## config.mk

```make
export PLATFORM = sky130hd
export DESIGN_NAME = lfm_linefeed_monitor
export DESIGN_NICKNAME = d
export VERILOG_FILES = /design/src/pkg/lfm_pkg.sv /design/src/logic/lfm_linefeed_monitor.sv
export VERILOG_INCLUDE_DIRS = /design/src /design/src/pkg
export SDC_FILE = /design/constraint.sdc
export NUM_CORES = 1
export LEC_CHECK = 0
export ABC_AREA = 1
export BUFFER_PORTS_ARGS = -buffer_cell sky130_fd_sc_hd__buf_2
export CORE_MARGIN = 5
export CORE_UTILIZATION = 45
export CTS_BUF_LIST = sky130_fd_sc_hd__clkbuf_8
export DETAILED_ROUTE_END_ITERATION = 8
export PLACE_DENSITY = 0.63
export SYNTH_ARGS = -nofsm -noshare
export SYNTH_HDL_FRONTEND = slang
export SYNTH_SLANG_ARGS = --single-unit
```

## constraint.sdc

```tcl
create_clock -name core_clk -period 5.85 [get_ports core_clk]
set_input_delay 0.2925 -clock core_clk [delete_from_list [all_inputs] [get_ports core_clk]]
set_output_delay 0.2925 -clock core_clk [all_outputs]
set_load 0.02 [all_outputs]
```

## src/pkg/lfm_defines.svh

```systemverilog
/*
 * Register offsets, field positions, reset values and timing counts of the
 * linefeed state and line monitor. Assumes a 40 MHz core clock.
 */
`ifndef LFM_DEFINES_SVH
`define LFM_DEFINES_SVH
`define LFM_OFF_CTRL        8'h00
`define LFM_OFF_STATUS      8'h04
`define LFM_OFF_MASK        8'h08
`define LFM_OFF_GK_LO       8'h0c
`define LFM_OFF_GK_HI       8'h10
`define LFM_OFF_GK_LPF      8'h14
`define LFM_OFF_GK_DBI      8'h18
`define LFM_OFF_VOC_LO      8'h1c
`define LFM_OFF_VOC_HI      8'h20
`define LFM_OFF_PWR_TH      8'h24
`define LFM_OFF_LOOP_VOLTAGE_READING       8'h28
`define LFM_OFF_TIP_VOLTAGE_READING        8'h2c
`define LFM_OFF_VRING       8'h30
`define LFM_OFF_ILOOP       8'h34
`define LFM_OFF_VRNG_GND    8'h38
`define LFM_OFF_IRNG_GND    8'h3c
`define LFM_OFF_ILONG       8'h40
`define LFM_OFF_POWER       8'h44
`define LFM_OFF_FEED        8'h48
`define LFM_OFF_ITIP        8'h4c
`define LFM_OFF_IRING       8'h50
`define LFM_CTRL_MODE_LSB   0
`define LFM_CTRL_CAL_BIT    4
`define LFM_ST_GK_BIT       0
`define LFM_ST_PWR_BIT      1
`define LFM_RST_GK_LO       8'h20
`define LFM_RST_GK_HI       8'h40
`define LFM_RST_GK_LPF      3'h2
`define LFM_RST_GK_DBI      8'h04
`define LFM_RST_VOC_LO      8'h60
`define LFM_RST_VOC_HI      8'h80
`define LFM_RST_PWR_TH      16'hf000
`define LFM_CLK_HZ          40000000
`define LFM_FAST_HZ         8000
`define LFM_SLOW_HZ         800
`define LFM_FAST_CYC        (`LFM_CLK_HZ / `LFM_FAST_HZ)
`define LFM_SLOW_DIV        (`LFM_FAST_HZ / `LFM_SLOW_HZ)
`define LFM_CAL_TIME_US     100
`define LFM_CAL_CYC         (`LFM_CAL_TIME_US * (`LFM_CLK_HZ / 1000000))
`endif

```

## src/pkg/lfm_pkg.sv

```systemverilog
/*
 * Types of the linefeed state and line monitor.
 * Assumes nothing of its surroundings.
 */
package lfm_pkg;
    typedef enum logic [2:0] {
        LFM_MODE_OPEN     = 3'h0,
        LFM_MODE_FWD      = 3'h1,
        LFM_MODE_TIP_LEAD_OPEN_MODE = 3'h3,
        LFM_MODE_REV      = 3'h5,
        LFM_MODE_RING_OPEN = 3'h7
    } lfm_mode_e;
    typedef enum logic [1:0] {
        LFM_CAL_IDLE = 2'h1,
        LFM_CAL_RUN  = 2'h2
    } lfm_cal_e;
    typedef struct packed {
        logic [7:0] v_tip;
        logic [7:0] v_ring;
        logic [7:0] i_tip;
        logic [7:0] i_ring;
        logic [7:0] i_long;
        logic [7:0] v_rng_gnd;
        logic [7:0] i_rng_gnd;
    } lfm_adc_s;
endpackage

```

## src/logic/lfm_linefeed_monitor.sv

```systemverilog
/*
 * Linefeed mode control and line monitor for one channel, with an APB slave.
 * Assumes 8-bit converter codes on adc_in, synchronous to core_clk, and an
 * analog linefeed that obeys the drive enables and the impedance select.
 */
// Function
// - Mode field codes 011 and 111 select ground start
// - Open-lead modes disable that lead, feed other
// - Impedance region uses same open-voltage thresholds
// - Longitudinal current compared to low, high threshold
// - Longitudinal current filtered, ground key debounced
// - Ground key event sets status flag
// - Ground key moves open-lead mode to active
// - Calibration bit self-clears when cycle completes
// - Reset gives open mode, calibration allowed
// - Lead voltages and currents readable in registers
// - Samples are 8-bit converter codes
// - Refresh 800 Hz, ring-ground pair 8 kHz
// - Loop voltage and loop current reported
// - Ground start reports ring voltage and current
// - Excess power forces open mode, raises alarm
`include "lfm_defines.svh"
`timescale 1ns/1ps
`default_nettype none

module lfm_linefeed_monitor #(
    parameter int FAST_CYC = `LFM_FAST_CYC,
    parameter int CAL_CYC  = `LFM_CAL_CYC
) (
    input  wire logic             core_clk,
    input  wire logic             rst,
    input  wire logic             psel,
    input  wire logic             penable,
    input  wire logic             pwrite,
    input  wire logic [7:0]       paddr,
    input  wire logic [31:0]      pwdata,
    output logic      [31:0]      prdata,
    output logic                  pready,
    output logic                  pslverr,
    input  wire lfm_pkg::lfm_adc_s adc_in,
    output logic      [2:0]       linefeed_state,
    output logic                  tip_drive_en,
    output logic                  ring_drive_en,
    output logic                  feed_low_imp,
    output logic                  cal_busy,
    output logic                  irq
);

    // ******************************************************************
    // Helpers
    // ******************************************************************

    function automatic logic [7:0] abs_diff(input logic [7:0] a, input logic [7:0] b);
        abs_diff = (a > b) ? (a - b) : (b - a);
    endfunction

    function automatic logic is_gnd_start(input logic [2:0] m);
        is_gnd_start = (m == lfm_pkg::LFM_MODE_TIP_LEAD_OPEN_MODE) ||
                       (m == lfm_pkg::LFM_MODE_RING_OPEN);
    endfunction

    // ******************************************************************
    // Bus decode
    // ******************************************************************

    logic        pready_q;
    logic [31:0] prdata_q;
    logic        pslverr_q;
    logic        wr_commit;
    logic        rd_setup;
    logic [1:0]  status_q;
    logic [1:0]  mask_q;
    logic [7:0]  gk_lo_q;
    logic [7:0]  gk_hi_q;
    logic [2:0]  gk_lpf_q;
    logic [7:0]  gk_dbi_q;
    logic [7:0]  voc_lo_q;
    logic [7:0]  voc_hi_q;
    logic [15:0] pwr_th_q;
    lfm_pkg::lfm_mode_e mode_q;
    lfm_pkg::lfm_cal_e  cal_q;
    logic [7:0]  tip_voltage_reading_q;
    logic [7:0]  vring_q;
    logic [7:0]  itip_q;
    logic [7:0]  iring_q;
    logic [7:0]  loop_voltage_reading_q;
    logic [7:0]  iloop_q;
    logic [7:0]  vrg_q;
    logic [7:0]  irg_q;
    logic [15:0] ilong_f_q;
    logic [15:0] power_q;
    logic        region_q;
    logic        unmapped;
    logic [31:0] rd_d;

    assign wr_commit = psel && penable && pready_q && pwrite;
    assign rd_setup  = psel && penable && !pready_q;

    function automatic logic wr_hit(input logic [7:0] off, input logic c,
                                    input logic [7:0] a);
        wr_hit = c && (a == off);
    endfunction

    always_comb
    begin
        rd_d     = 32'h0;
        unmapped = 1'b0;
        if (paddr == `LFM_OFF_CTRL)
            rd_d = {27'h0, (cal_q == lfm_pkg::LFM_CAL_RUN), 1'b0, mode_q};
        else if (paddr == `LFM_OFF_STATUS)
            rd_d = {30'h0, status_q};
        else if (paddr == `LFM_OFF_MASK)
            rd_d = {30'h0, mask_q};
        else if (paddr == `LFM_OFF_GK_LO)
            rd_d = {24'h0, gk_lo_q};
        else if (paddr == `LFM_OFF_GK_HI)
            rd_d = {24'h0, gk_hi_q};
        else if (paddr == `LFM_OFF_GK_LPF)
            rd_d = {29'h0, gk_lpf_q};
        else if (paddr == `LFM_OFF_GK_DBI)
            rd_d = {24'h0, gk_dbi_q};
        else if (paddr == `LFM_OFF_VOC_LO)
            rd_d = {24'h0, voc_lo_q};
        else if (paddr == `LFM_OFF_VOC_HI)
            rd_d = {24'h0, voc_hi_q};
        else if (paddr == `LFM_OFF_PWR_TH)
            rd_d = {16'h0, pwr_th_q};
        else if (paddr == `LFM_OFF_LOOP_VOLTAGE_READING)
            rd_d = {24'h0, loop_voltage_reading_q};
        else if (paddr == `LFM_OFF_TIP_VOLTAGE_READING)
            rd_d = {24'h0, tip_voltage_reading_q};
        else if (paddr == `LFM_OFF_VRING)
            rd_d = {24'h0, vring_q};
        else if (paddr == `LFM_OFF_ILOOP)
            rd_d = {24'h0, iloop_q};
        else if (paddr == `LFM_OFF_VRNG_GND)
            rd_d = {24'h0, vrg_q};
        else if (paddr == `LFM_OFF_IRNG_GND)
            rd_d = {24'h0, irg_q};
        else if (paddr == `LFM_OFF_ILONG)
            rd_d = {16'h0, ilong_f_q};
        else if (paddr == `LFM_OFF_POWER)
            rd_d = {16'h0, power_q};
        else if (paddr == `LFM_OFF_FEED)
            rd_d = {31'h0, region_q};
        else if (paddr == `LFM_OFF_ITIP)
            rd_d = {24'h0, itip_q};
        else if (paddr == `LFM_OFF_IRING)
            rd_d = {24'h0, iring_q};
        else
            unmapped = 1'b1;
    end

    // One wait state: data and error are registered, the write lands at
    // the edge where pready is sampled high.
    always_ff @(posedge core_clk)
    begin
        if (rst)
        begin
            pready_q  <= 1'b0;
            prdata_q  <= 32'h0;
            pslverr_q <= 1'b0;
        end
        else if (rd_setup)
        begin
            pready_q  <= 1'b1;
            prdata_q  <= pwrite ? 32'h0 : rd_d;
            pslverr_q <= unmapped;
        end
        else
        begin
            pready_q  <= 1'b0;
            pslverr_q <= 1'b0;
        end
    end

    // ******************************************************************
    // Configuration registers
    // ******************************************************************

    always_ff @(posedge core_clk)
    begin
        if (rst)
        begin
            mask_q   <= 2'h0;
            gk_lo_q  <= `LFM_RST_GK_LO;
            gk_hi_q  <= `LFM_RST_GK_HI;
            gk_lpf_q <= `LFM_RST_GK_LPF;
            gk_dbi_q <= `LFM_RST_GK_DBI;
            voc_lo_q <= `LFM_RST_VOC_LO;
            voc_hi_q <= `LFM_RST_VOC_HI;
            pwr_th_q <= `LFM_RST_PWR_TH;
        end
        else
        begin
            if (wr_hit(`LFM_OFF_MASK, wr_commit, paddr))
                mask_q <= pwdata[1:0];
            if (wr_hit(`LFM_OFF_GK_LO, wr_commit, paddr))
                gk_lo_q <= pwdata[7:0];
            if (wr_hit(`LFM_OFF_GK_HI, wr_commit, paddr))
                gk_hi_q <= pwdata[7:0];
            if (wr_hit(`LFM_OFF_GK_LPF, wr_commit, paddr))
                gk_lpf_q <= pwdata[2:0];
            if (wr_hit(`LFM_OFF_GK_DBI, wr_commit, paddr))
                gk_dbi_q <= pwdata[7:0];
            if (wr_hit(`LFM_OFF_VOC_LO, wr_commit, paddr))
                voc_lo_q <= pwdata[7:0];
            if (wr_hit(`LFM_OFF_VOC_HI, wr_commit, paddr))
                voc_hi_q <= pwdata[7:0];
            if (wr_hit(`LFM_OFF_PWR_TH, wr_commit, paddr))
                pwr_th_q <= pwdata[15:0];
        end
    end

    // ******************************************************************
    // Sample timing
    // ******************************************************************

    logic [15:0] fast_cnt_q;
    logic [3:0]  slow_cnt_q;
    logic        fast_tick_q;
    logic        slow_tick_q;

    always_ff @(posedge core_clk)
    begin
        if (rst)
        begin
            fast_cnt_q  <= 16'h0;
            slow_cnt_q  <= 4'h0;
            fast_tick_q <= 1'b0;
            slow_tick_q <= 1'b0;
        end
        else
        begin
            fast_tick_q <= 1'b0;
            slow_tick_q <= 1'b0;
            if (fast_cnt_q == 16'(FAST_CYC - 1))
            begin
                fast_cnt_q  <= 16'h0;
                fast_tick_q <= 1'b1;
                if (slow_cnt_q == 4'(`LFM_SLOW_DIV - 1))
                begin
                    slow_cnt_q  <= 4'h0;
                    slow_tick_q <= 1'b1;
                end
                else
                    slow_cnt_q <= slow_cnt_q + 4'h1;
            end
            else
                fast_cnt_q <= fast_cnt_q + 16'h1;
        end
    end

    // ******************************************************************
    // Sampling and derived values
    // ******************************************************************

    always_ff @(posedge core_clk)
    begin
        if (rst)
        begin
            tip_voltage_reading_q  <= 8'h0;
            vring_q <= 8'h0;
            itip_q  <= 8'h0;
            iring_q <= 8'h0;
            loop_voltage_reading_q <= 8'h0;
            iloop_q <= 8'h0;
            vrg_q   <= 8'h0;
            irg_q   <= 8'h0;
            power_q <= 16'h0;
        end
        else
        begin
            if (fast_tick_q)
            begin
                vrg_q <= adc_in.v_rng_gnd;
                irg_q <= adc_in.i_rng_gnd;
            end
            if (slow_tick_q)
            begin
                tip_voltage_reading_q  <= adc_in.v_tip;
                vring_q <= adc_in.v_ring;
                itip_q  <= adc_in.i_tip;
                iring_q <= adc_in.i_ring;
                if (is_gnd_start(mode_q))
                begin
                    loop_voltage_reading_q <= adc_in.v_ring;
                    iloop_q <= adc_in.i_ring;
                end
                else
                begin
                    loop_voltage_reading_q <= abs_diff(adc_in.v_tip, adc_in.v_ring);
                    iloop_q <= adc_in.i_tip;
                end
            end
            power_q <= {8'h0, loop_voltage_reading_q} * {8'h0, iloop_q};
        end
    end

    // Impedance region: low impedance once loop voltage drops below the
    // low threshold, back to high once it rises above the high one.
    always_ff @(posedge core_clk)
    begin
        if (rst)
            region_q <= 1'b0;
        else if (!region_q && loop_voltage_reading_q < voc_lo_q)
            region_q <= 1'b1;
        else if (region_q && loop_voltage_reading_q > voc_hi_q)
            region_q <= 1'b0;
    end

    // ******************************************************************
    // Ground key detection
    // ******************************************************************

    logic        gk_raw;
    logic        gk_state_q;
    logic [7:0]  gk_cnt_q;
    logic        gk_event_q;
    logic [15:0] ilong_in;

    assign ilong_in = {adc_in.i_long, 8'h0};

    // Raw decision with hysteresis between the two thresholds.
    assign gk_raw = gk_state_q ? (ilong_f_q[15:8] >= gk_lo_q)
                               : (ilong_f_q[15:8] > gk_hi_q);

    always_ff @(posedge core_clk)
    begin
        if (rst)
            ilong_f_q <= 16'h0;
        else if (slow_tick_q)
            ilong_f_q <= (ilong_in >= ilong_f_q)
                ? ilong_f_q + ((ilong_in - ilong_f_q) >> gk_lpf_q)
                : ilong_f_q - ((ilong_f_q - ilong_in) >> gk_lpf_q);
    end

    always_ff @(posedge core_clk)
    begin
        if (rst)
        begin
            gk_state_q <= 1'b0;
            gk_cnt_q   <= 8'h0;
            gk_event_q <= 1'b0;
        end
        else
        begin
            gk_event_q <= 1'b0;
            if (slow_tick_q)
            begin
                if (gk_raw == gk_state_q)
                    gk_cnt_q <= 8'h0;
                else if (gk_cnt_q >= gk_dbi_q)
                begin
                    gk_cnt_q   <= 8'h0;
                    gk_state_q <= gk_raw;
                    gk_event_q <= gk_raw;
                end
                else
                    gk_cnt_q <= gk_cnt_q + 8'h1;
            end
        end
    end

    // ******************************************************************
    // Status, mask and interrupt
    // ******************************************************************

    logic pwr_fault;
    logic [1:0] set_bits;
    logic [1:0] clr_bits;

    assign pwr_fault = (power_q > pwr_th_q) && (mode_q != lfm_pkg::LFM_MODE_OPEN);
    assign set_bits  = {pwr_fault, gk_event_q};
    assign clr_bits  = wr_hit(`LFM_OFF_STATUS, wr_commit, paddr) ? pwdata[1:0] : 2'h0;

    // A set arriving together with its clear wins.
    always_ff @(posedge core_clk)
    begin
        if (rst)
            status_q <= 2'h0;
        else
            status_q <= (status_q & ~clr_bits) | set_bits;
    end

    always_ff @(posedge core_clk)
    begin
        if (rst)
            irq <= 1'b0;
        else
            irq <= |(status_q & mask_q);
    end

    // ******************************************************************
    // Linefeed mode and calibration
    // ******************************************************************

    logic        ctrl_wr;
    logic [15:0] cal_cnt_q;

    assign ctrl_wr = wr_hit(`LFM_OFF_CTRL, wr_commit, paddr);

    // Power fault outranks a software write, which outranks the automatic
    // ground key change.
    always_ff @(posedge core_clk)
    begin
        if (rst)
            mode_q <= lfm_pkg::LFM_MODE_OPEN;
        else if (pwr_fault)
            mode_q <= lfm_pkg::LFM_MODE_OPEN;
        else if (ctrl_wr)
            mode_q <= lfm_pkg::lfm_mode_e'(pwdata[2:0]);
        else if (gk_event_q && mode_q == lfm_pkg::LFM_MODE_TIP_LEAD_OPEN_MODE)
            mode_q <= lfm_pkg::LFM_MODE_FWD;
        else if (gk_event_q && mode_q == lfm_pkg::LFM_MODE_RING_OPEN)
            mode_q <= lfm_pkg::LFM_MODE_REV;
    end

    always_ff @(posedge core_clk)
    begin
        if (rst)
        begin
            cal_q     <= lfm_pkg::LFM_CAL_IDLE;
            cal_cnt_q <= 16'h0;
        end
        else
        begin
            case (cal_q)
                lfm_pkg::LFM_CAL_IDLE:
                begin
                    cal_cnt_q <= 16'h0;
                    if (ctrl_wr && pwdata[`LFM_CTRL_CAL_BIT])
                        cal_q <= lfm_pkg::LFM_CAL_RUN;
                end
                lfm_pkg::LFM_CAL_RUN:
                begin
                    if (cal_cnt_q == 16'(CAL_CYC - 1))
                        cal_q <= lfm_pkg::LFM_CAL_IDLE;
                    else
                        cal_cnt_q <= cal_cnt_q + 16'h1;
                end
                default:
                    cal_q <= lfm_pkg::LFM_CAL_IDLE;
            endcase
        end
    end

    // ******************************************************************
    // Outputs
    // ******************************************************************

    always_ff @(posedge core_clk)
    begin
        if (rst)
        begin
            linefeed_state <= 3'h0;
            tip_drive_en   <= 1'b0;
            ring_drive_en  <= 1'b0;
            feed_low_imp   <= 1'b0;
            cal_busy       <= 1'b0;
        end
        else
        begin
            linefeed_state <= mode_q;
            tip_drive_en   <= (mode_q != lfm_pkg::LFM_MODE_OPEN) &&
                              (mode_q != lfm_pkg::LFM_MODE_TIP_LEAD_OPEN_MODE);
            ring_drive_en  <= (mode_q != lfm_pkg::LFM_MODE_OPEN) &&
                              (mode_q != lfm_pkg::LFM_MODE_RING_OPEN);
            feed_low_imp   <= region_q;
            cal_busy       <= (cal_q == lfm_pkg::LFM_CAL_RUN);
        end
    end

    assign prdata  = prdata_q;
    assign pready  = pready_q;
    assign pslverr = pslverr_q;

endmodule

`default_nettype wire

```

; ---- Word level (Yosys, flattened, before mapping)
; Cells that the tools add are included.
[word_totals]
reg_bits = 255
[op_classes]
add_sub_neg = 10
n_mul = 1
n_lt_le_gt_ge = 8
eq_ne = 33
n_shift = 2
n_mux = 45
n_bitwise = 9
reduce_logical = 39
[ops]
columns = operator, count
row1 = $mux 16, 20
row2 = $eq 8x6->1 const B, 8
row3 = $mux 8, 8
row4 = $sub 16x16->16, 3
row5 = $eq 8x7->1 const B, 5
row6 = $add 16x1->16 const B, 2
row7 = $eq 8x5->1 const B, 4
row8 = $mux 32, 1
row9 = $pmux 16 s2, 1
row10 = $shr 16x3->16, 2
row11 = $gt 8x8->1, 3
row12 = $logic_and 1x1->1, 22
row13 = $reduce_or 22->1, 1
row14 = $add 16x16->16, 1
row15 = $eq 16x12->1 const B, 1
row16 = $eq 16x13->1 const B, 1
row17 = $eq 8x4->1 const B, 2
row18 = $ge 16x16->1, 1
row19 = $ge 8x8->1, 2
row20 = $gt 16x16->1, 1
row21 = $mul 8x8->16, 1
row22 = $sub 8x8->8, 2
row23 = $mux 3, 3
row24 = $add 8x1->8 const B, 1
row25 = other kinds (29), 51

; ---- Depth between registers and ports, before layout
[depth]
word_depth = 23
depth_mapped = 35
ltp_nobuf = 34

; ---- Worst setup path after synthesis
; No wires, ideal clock.
[synth_timing]
kind = register to register
startpoint = reg loop_voltage_reading_q[5]
endpoint = reg power_q[14]
t_arrival_ps = 4214
required_ps = 5731
path_slack_ps = 1516
path_stages_with_launch = 23
path_buffers = 1
synth_period_minus_slack_ps = 4334
cell_sequence = dfxtp_1 -> clkbuf_1 -> nand2_1 -> fa_1 -> fa_1 -> inv_1 -> fa_1 -> inv_1 -> fa_1 -> inv_1 -> ha_1 -> a21oi_1 -> o21ai_0 -> a21oi_1 -> nor2_1 -> o21ai_0 -> nand2_1 -> nand2_1 -> inv_1 -> o21ai_0 -> nand2_1 -> o21ai_0 -> a21oi_1
[synth_via]
elab_chain_len = 1
[synth_lines]
columns = item, line_no
row1 = from (decl), lfm_linefeed_monitor.sv:86  ; logic [7:0] loop_voltage_reading_q;
row2 = from (signal assigned), lfm_linefeed_monitor.sv:287  ; loop_voltage_reading_q <= adc_in.v_ring;
row3 = from (signal assigned), lfm_linefeed_monitor.sv:292  ; loop_voltage_reading_q <= abs_diff(adc_in.v_tip, adc_in.v_ring);
row4 = $mul 8x8->16, lfm_linefeed_monitor.sv:296  ; power_q <= {8'h0, loop_voltage_reading_q} * {8'h0, iloop_q};
row5 = to (signal assigned), lfm_linefeed_monitor.sv:296
row6 = to (decl), lfm_linefeed_monitor.sv:91  ; logic [15:0] power_q;
; Every way passes these cells.
; A chain may end at the register's enable or synchronous reset.

; ---- Worst setup path in the final report
[layout_timing]
startpoint = reg ilong_f_q[13]
endpoint = reg ilong_f_q[13]
[layout_via]
elab_chain_len = 4
[layout_lines]
columns = item, line_no
row1 = from (decl), lfm_linefeed_monitor.sv:90  ; logic [15:0] ilong_f_q;
row2 = from (signal assigned), lfm_linefeed_monitor.sv:333  ; ilong_f_q <= (ilong_in >= ilong_f_q)
row3 = "$sub 16x16->16, on equally long branches", "lfm_linefeed_monitor.sv:335, lfm_linefeed_monitor.sv:334"
row4 = "$shr 16x3->16, on equally long branches", "lfm_linefeed_monitor.sv:335, lfm_linefeed_monitor.sv:334"
row5 = $sub 16x16->16 or $add 16x16->16 (tied branches), "lfm_linefeed_monitor.sv:335, lfm_linefeed_monitor.sv:334"
row6 = $mux 16 (*), lfm_linefeed_monitor.sv:334  ; ? ilong_f_q + ((ilong_in - ilong_f_q) >> gk_lpf_q)
; Mark *: on every way between the ends. The rest lies on a longest branch, timed or not.

==> flow_summary.toml <==
[worst_setup_path]
r2r_cells = 22
crit_fanout = 10
r2r_setup_slack_ns = 0.81
cp_cell_sequence = "ha_1 -> a21o_1 -> a221oi_2 -> nand2_1 -> a31oi_4 -> inv_4 -> nand2_1 -> inv_1 -> nand2_1 -> o311ai_0 -> ha_1 -> nand3_1 -> nand2_1 -> a21oi_1 -> inv_1 -> a21oi_1 -> o21ai_0 -> a31oi_1 -> o21ai_0 -> xor2_1 -> o21ai_0 -> inv_1"
arrival_ns = 5.52
critPathRequiredTime_ns = 6.34
endpoint_kind = "flip-flop"
critPathMaxStageDelay_ns = 0.52
cp_common_cell = "nand2_1"
crit_type = "flip-flop to flip-flop"
slowest_stage = "dfxtp_1"
start_kind = "flip-flop"
r2r_end = "ilong_f_q[13]"
rr_startpoint = "ilong_f_q[13]"

[placed_design]
portBuffers = 110
gp_congestion = 0.9031
dpl.hpwl_um = 42020
dp_slack_ns = 0.8461
dp.cells = 3088

[clock_network]
post_cts_buffers = 0
cts.path.max_buffers = 3
insertion_delay_ns = 0.63
numClockSinks = 239
clk_pin_slew_worst_paths_ns = 0.06
cts_root_buf = "clkbuf_8"
tritoncts = "yes"
numCtsBuffers = 44
htreeDepth = 2

[finish]
final_common_cell = "nand2_1"
fin_util_pct = 51.27
area_delta_synth_final_pct = 13.46
finalNonFillerCells = 3226
fillers = 3879
drive_gt1_share_pct = 10.16
final_cell_mix = "nand2_1 (494), inv_1 (372), a21oi_1 (287)"
finalNetCount = 2957

[sta]
fmax_mhz = 198.6
finClkSkew_ns = 0.03820
tns_ns = 0
timing.slew.headroom_pct = 35.52
worstMarginPinSlew_ns = 0.9673
setup_ws_ns = 0.8140
final_max_slew_viol_count = 0
period_share_pct = 86.08
min_period_ns = 5.036
hold_violations = 0
finalSetupViolCount = 0
rsz0062_at_grt = "no"

[global_route]
grt_max_degree = 101
grt_first_pass_wirelength_um = 87630
track_usage_pct = 25.68
grt_pass1_vias = 16813
antenna_found_initial = 1
grt_overflow_total = 0

[logic_synthesis]
yosys.cell_types.count = 68
syn_avg_cell_area_um2 = 6.844
synth_edf_count = 0
seq_area_frac_synth_pct = 27.52
synth-main-ff-cell = "dfxtp_1"
ys_ff_latch = 239
syn-cell-area_mm2 = 0.01738
synthCells = 2540
async_flop_share_pct = 0
synth_warnings = 0

[routing]
wl_per_cell_um = 17.08
maxUsedRoutingLayer = "met4"
wl_met2_um = 26430
drt-met1-wl_um = 23380
drc_errors = 0
first_pass_iters = 9
via_per_inst = 5.402
wl_met3_um = 3230
drt-initial-drc-count = 1292
drt-total-wl_um = 55100
final_antenna_net_count = 0
via_count = 17426

[power]
powerDensity_mw_per_mm2 = 189.3
power_mw = 3.733
combinationalPowerShare_pct = 10.4
p_sw_mw = 1.011
ir_drop_mv = 0.1292
clkPwrFrac_pct = 45.8
swShare_pct = 27.08
seqPwrFrac_pct = 43.8
intPower_mw = 2.722
p_leak_nw = 9.404

[floorplan]
start_util_pct = 45.19
placementRows = 72
num_io_pins = 143
dieArea_mm2 = 0.04266
core_area_mm2 = 0.03847
die_x_um = 206.5
die_y_um = 206.5

[hold_path]
min_from = "pwdata[5]"
hold_class = "input pin to flip-flop"
min_path_cells = 3
holdPathEnd = "voc_lo_q[5]"

[outcome]
status = "completed"

[job]
cap_violations = 0
## final cells by class
class / instances / area [um2] / area share [%]
antenna: 2 / 5.005 / 0.02538
clock buffer: 56 / 770.7 / 3.908
clock inverter: 23 / 157.7 / 0.7993
inverter: 380 / 1430 / 7.251
multi-input combinational: 1827 / 10700 / 54.25
sequential: 239 / 4786 / 24.27
tap: 518 / 648.1 / 3.286
timing repair buffer: 181 / 1226 / 6.217
## worst max-delay path by stage
stage	startpoint	to	slack (ns)	cells past startpoint
after floorplan	loop_voltage_reading_q[5]	power_q[14]	1.52	22
after global placement	ilong_f_q[13]	ilong_f_q[13]	0.88	22
after detailed placement	ilong_f_q[13]	ilong_f_q[13]	0.85	22
after CTS	ilong_f_q[13]	ilong_f_q[13]	0.84	22
after global routing	ilong_f_q[8]	ilong_f_q[15]	0.34	29
final	ilong_f_q[13]	ilong_f_q[13]	0.81	22
## critical path: cells and delay by family, from the launching register on
kind,cells,cell delay (ns)
flip-flops,1,0.52
AND/OR/NAND/NOR,5,0.60
XOR/XNOR,1,0.15
buffers and inverters,4,0.43
adder cells (fa/ha/maj),2,0.79
AO/OA/AOI/OAI,10,2.40
## state kept, by name, summed over array words and instances (netlist names), 16 cells and up
register,cells
pwr_th_q,16
ilong_f_q,16
cal_cnt_q,16
power_q,16
prdata,16
fast_cnt_q,16
## routing by layer
layer / track usage [%] / vias up
met5: 0 / -
met4: 9.815 / 0
met3: 3.515 / 132
met2: 44.23 / 550
met1: 32.76 / 8141
li1: - / 8603
## kinds of logic (layout without fill, tap and decap cells)
| logic type | count (synthesis) | count (layout) | share of synthesized area (%) |
|---|---|---|---|
| AO/OA/AOI/OAI | 621 | 621 | 19.51 |
| XOR/XNOR | 45 | 45 | 2.311 |
| adder cells (fa/ha/maj) | 183 | 183 | 14.90 |
| buffers and inverters | 489 | 640 | 11.25 |
| flip-flops | 239 | 239 | 27.52 |
| multiplexers | 7 | 7 | 0.4103 |
| other | 1 | 18 | 0.02157 |
| AND/OR/NAND/NOR | 955 | 955 | 24.07 |
## metrics by stage
stage                     instance area (um2)  hold slack [ns]
after global placement                  18220           0.4303
final                                   19720          0.06144
after CTS                               19720          0.01521
after global routing                    19720          0.04690
after floorplan                         17440           0.4176
after detailed placement                18220           0.4424
## power groups by stage
stage / clock network, mW / logic [mW] / registers, mW
after floorplan: 0 / 0.241 / 1.67
after global placement: 0 / 0.350 / 1.67
after global routing: 1.82 / 0.427 / 1.63
final: 1.71 / 0.388 / 1.64
after CTS: 1.74 / 0.382 / 1.64
after detailed placement: 0 / 0.351 / 1.67
## timing repair
item,in CTS,in global routing
hold buffers,57,0
hold endpoints to repair,57,0
resized for setup,0,0
## cell usage after synthesis, types with 13 or more instances
library cell / number / area, um2
nand2_1: 494 / 1854
inv_1: 362 / 1359
a21oi_1: 287 / 1436
dfxtp_1: 239 / 4785
o21ai_0: 217 / 1086
nor2_1: 194 / 728.2
ha_1: 143 / 1789
nand3_1: 140 / 700.7
clkbuf_1: 66 / 247.7
fa_1: 40 / 800.8
xor2_1: 37 / 324.1
nand4_1: 29 / 181.4
o211ai_1: 25 / 187.7
nor3_1: 21 / 105.1
o21ai_1: 21 / 105.1
buf_2: 19 / 95.09
buf_4: 19 / 142.6
inv_2: 13 / 48.80
(Power assumes the default switching activity.)
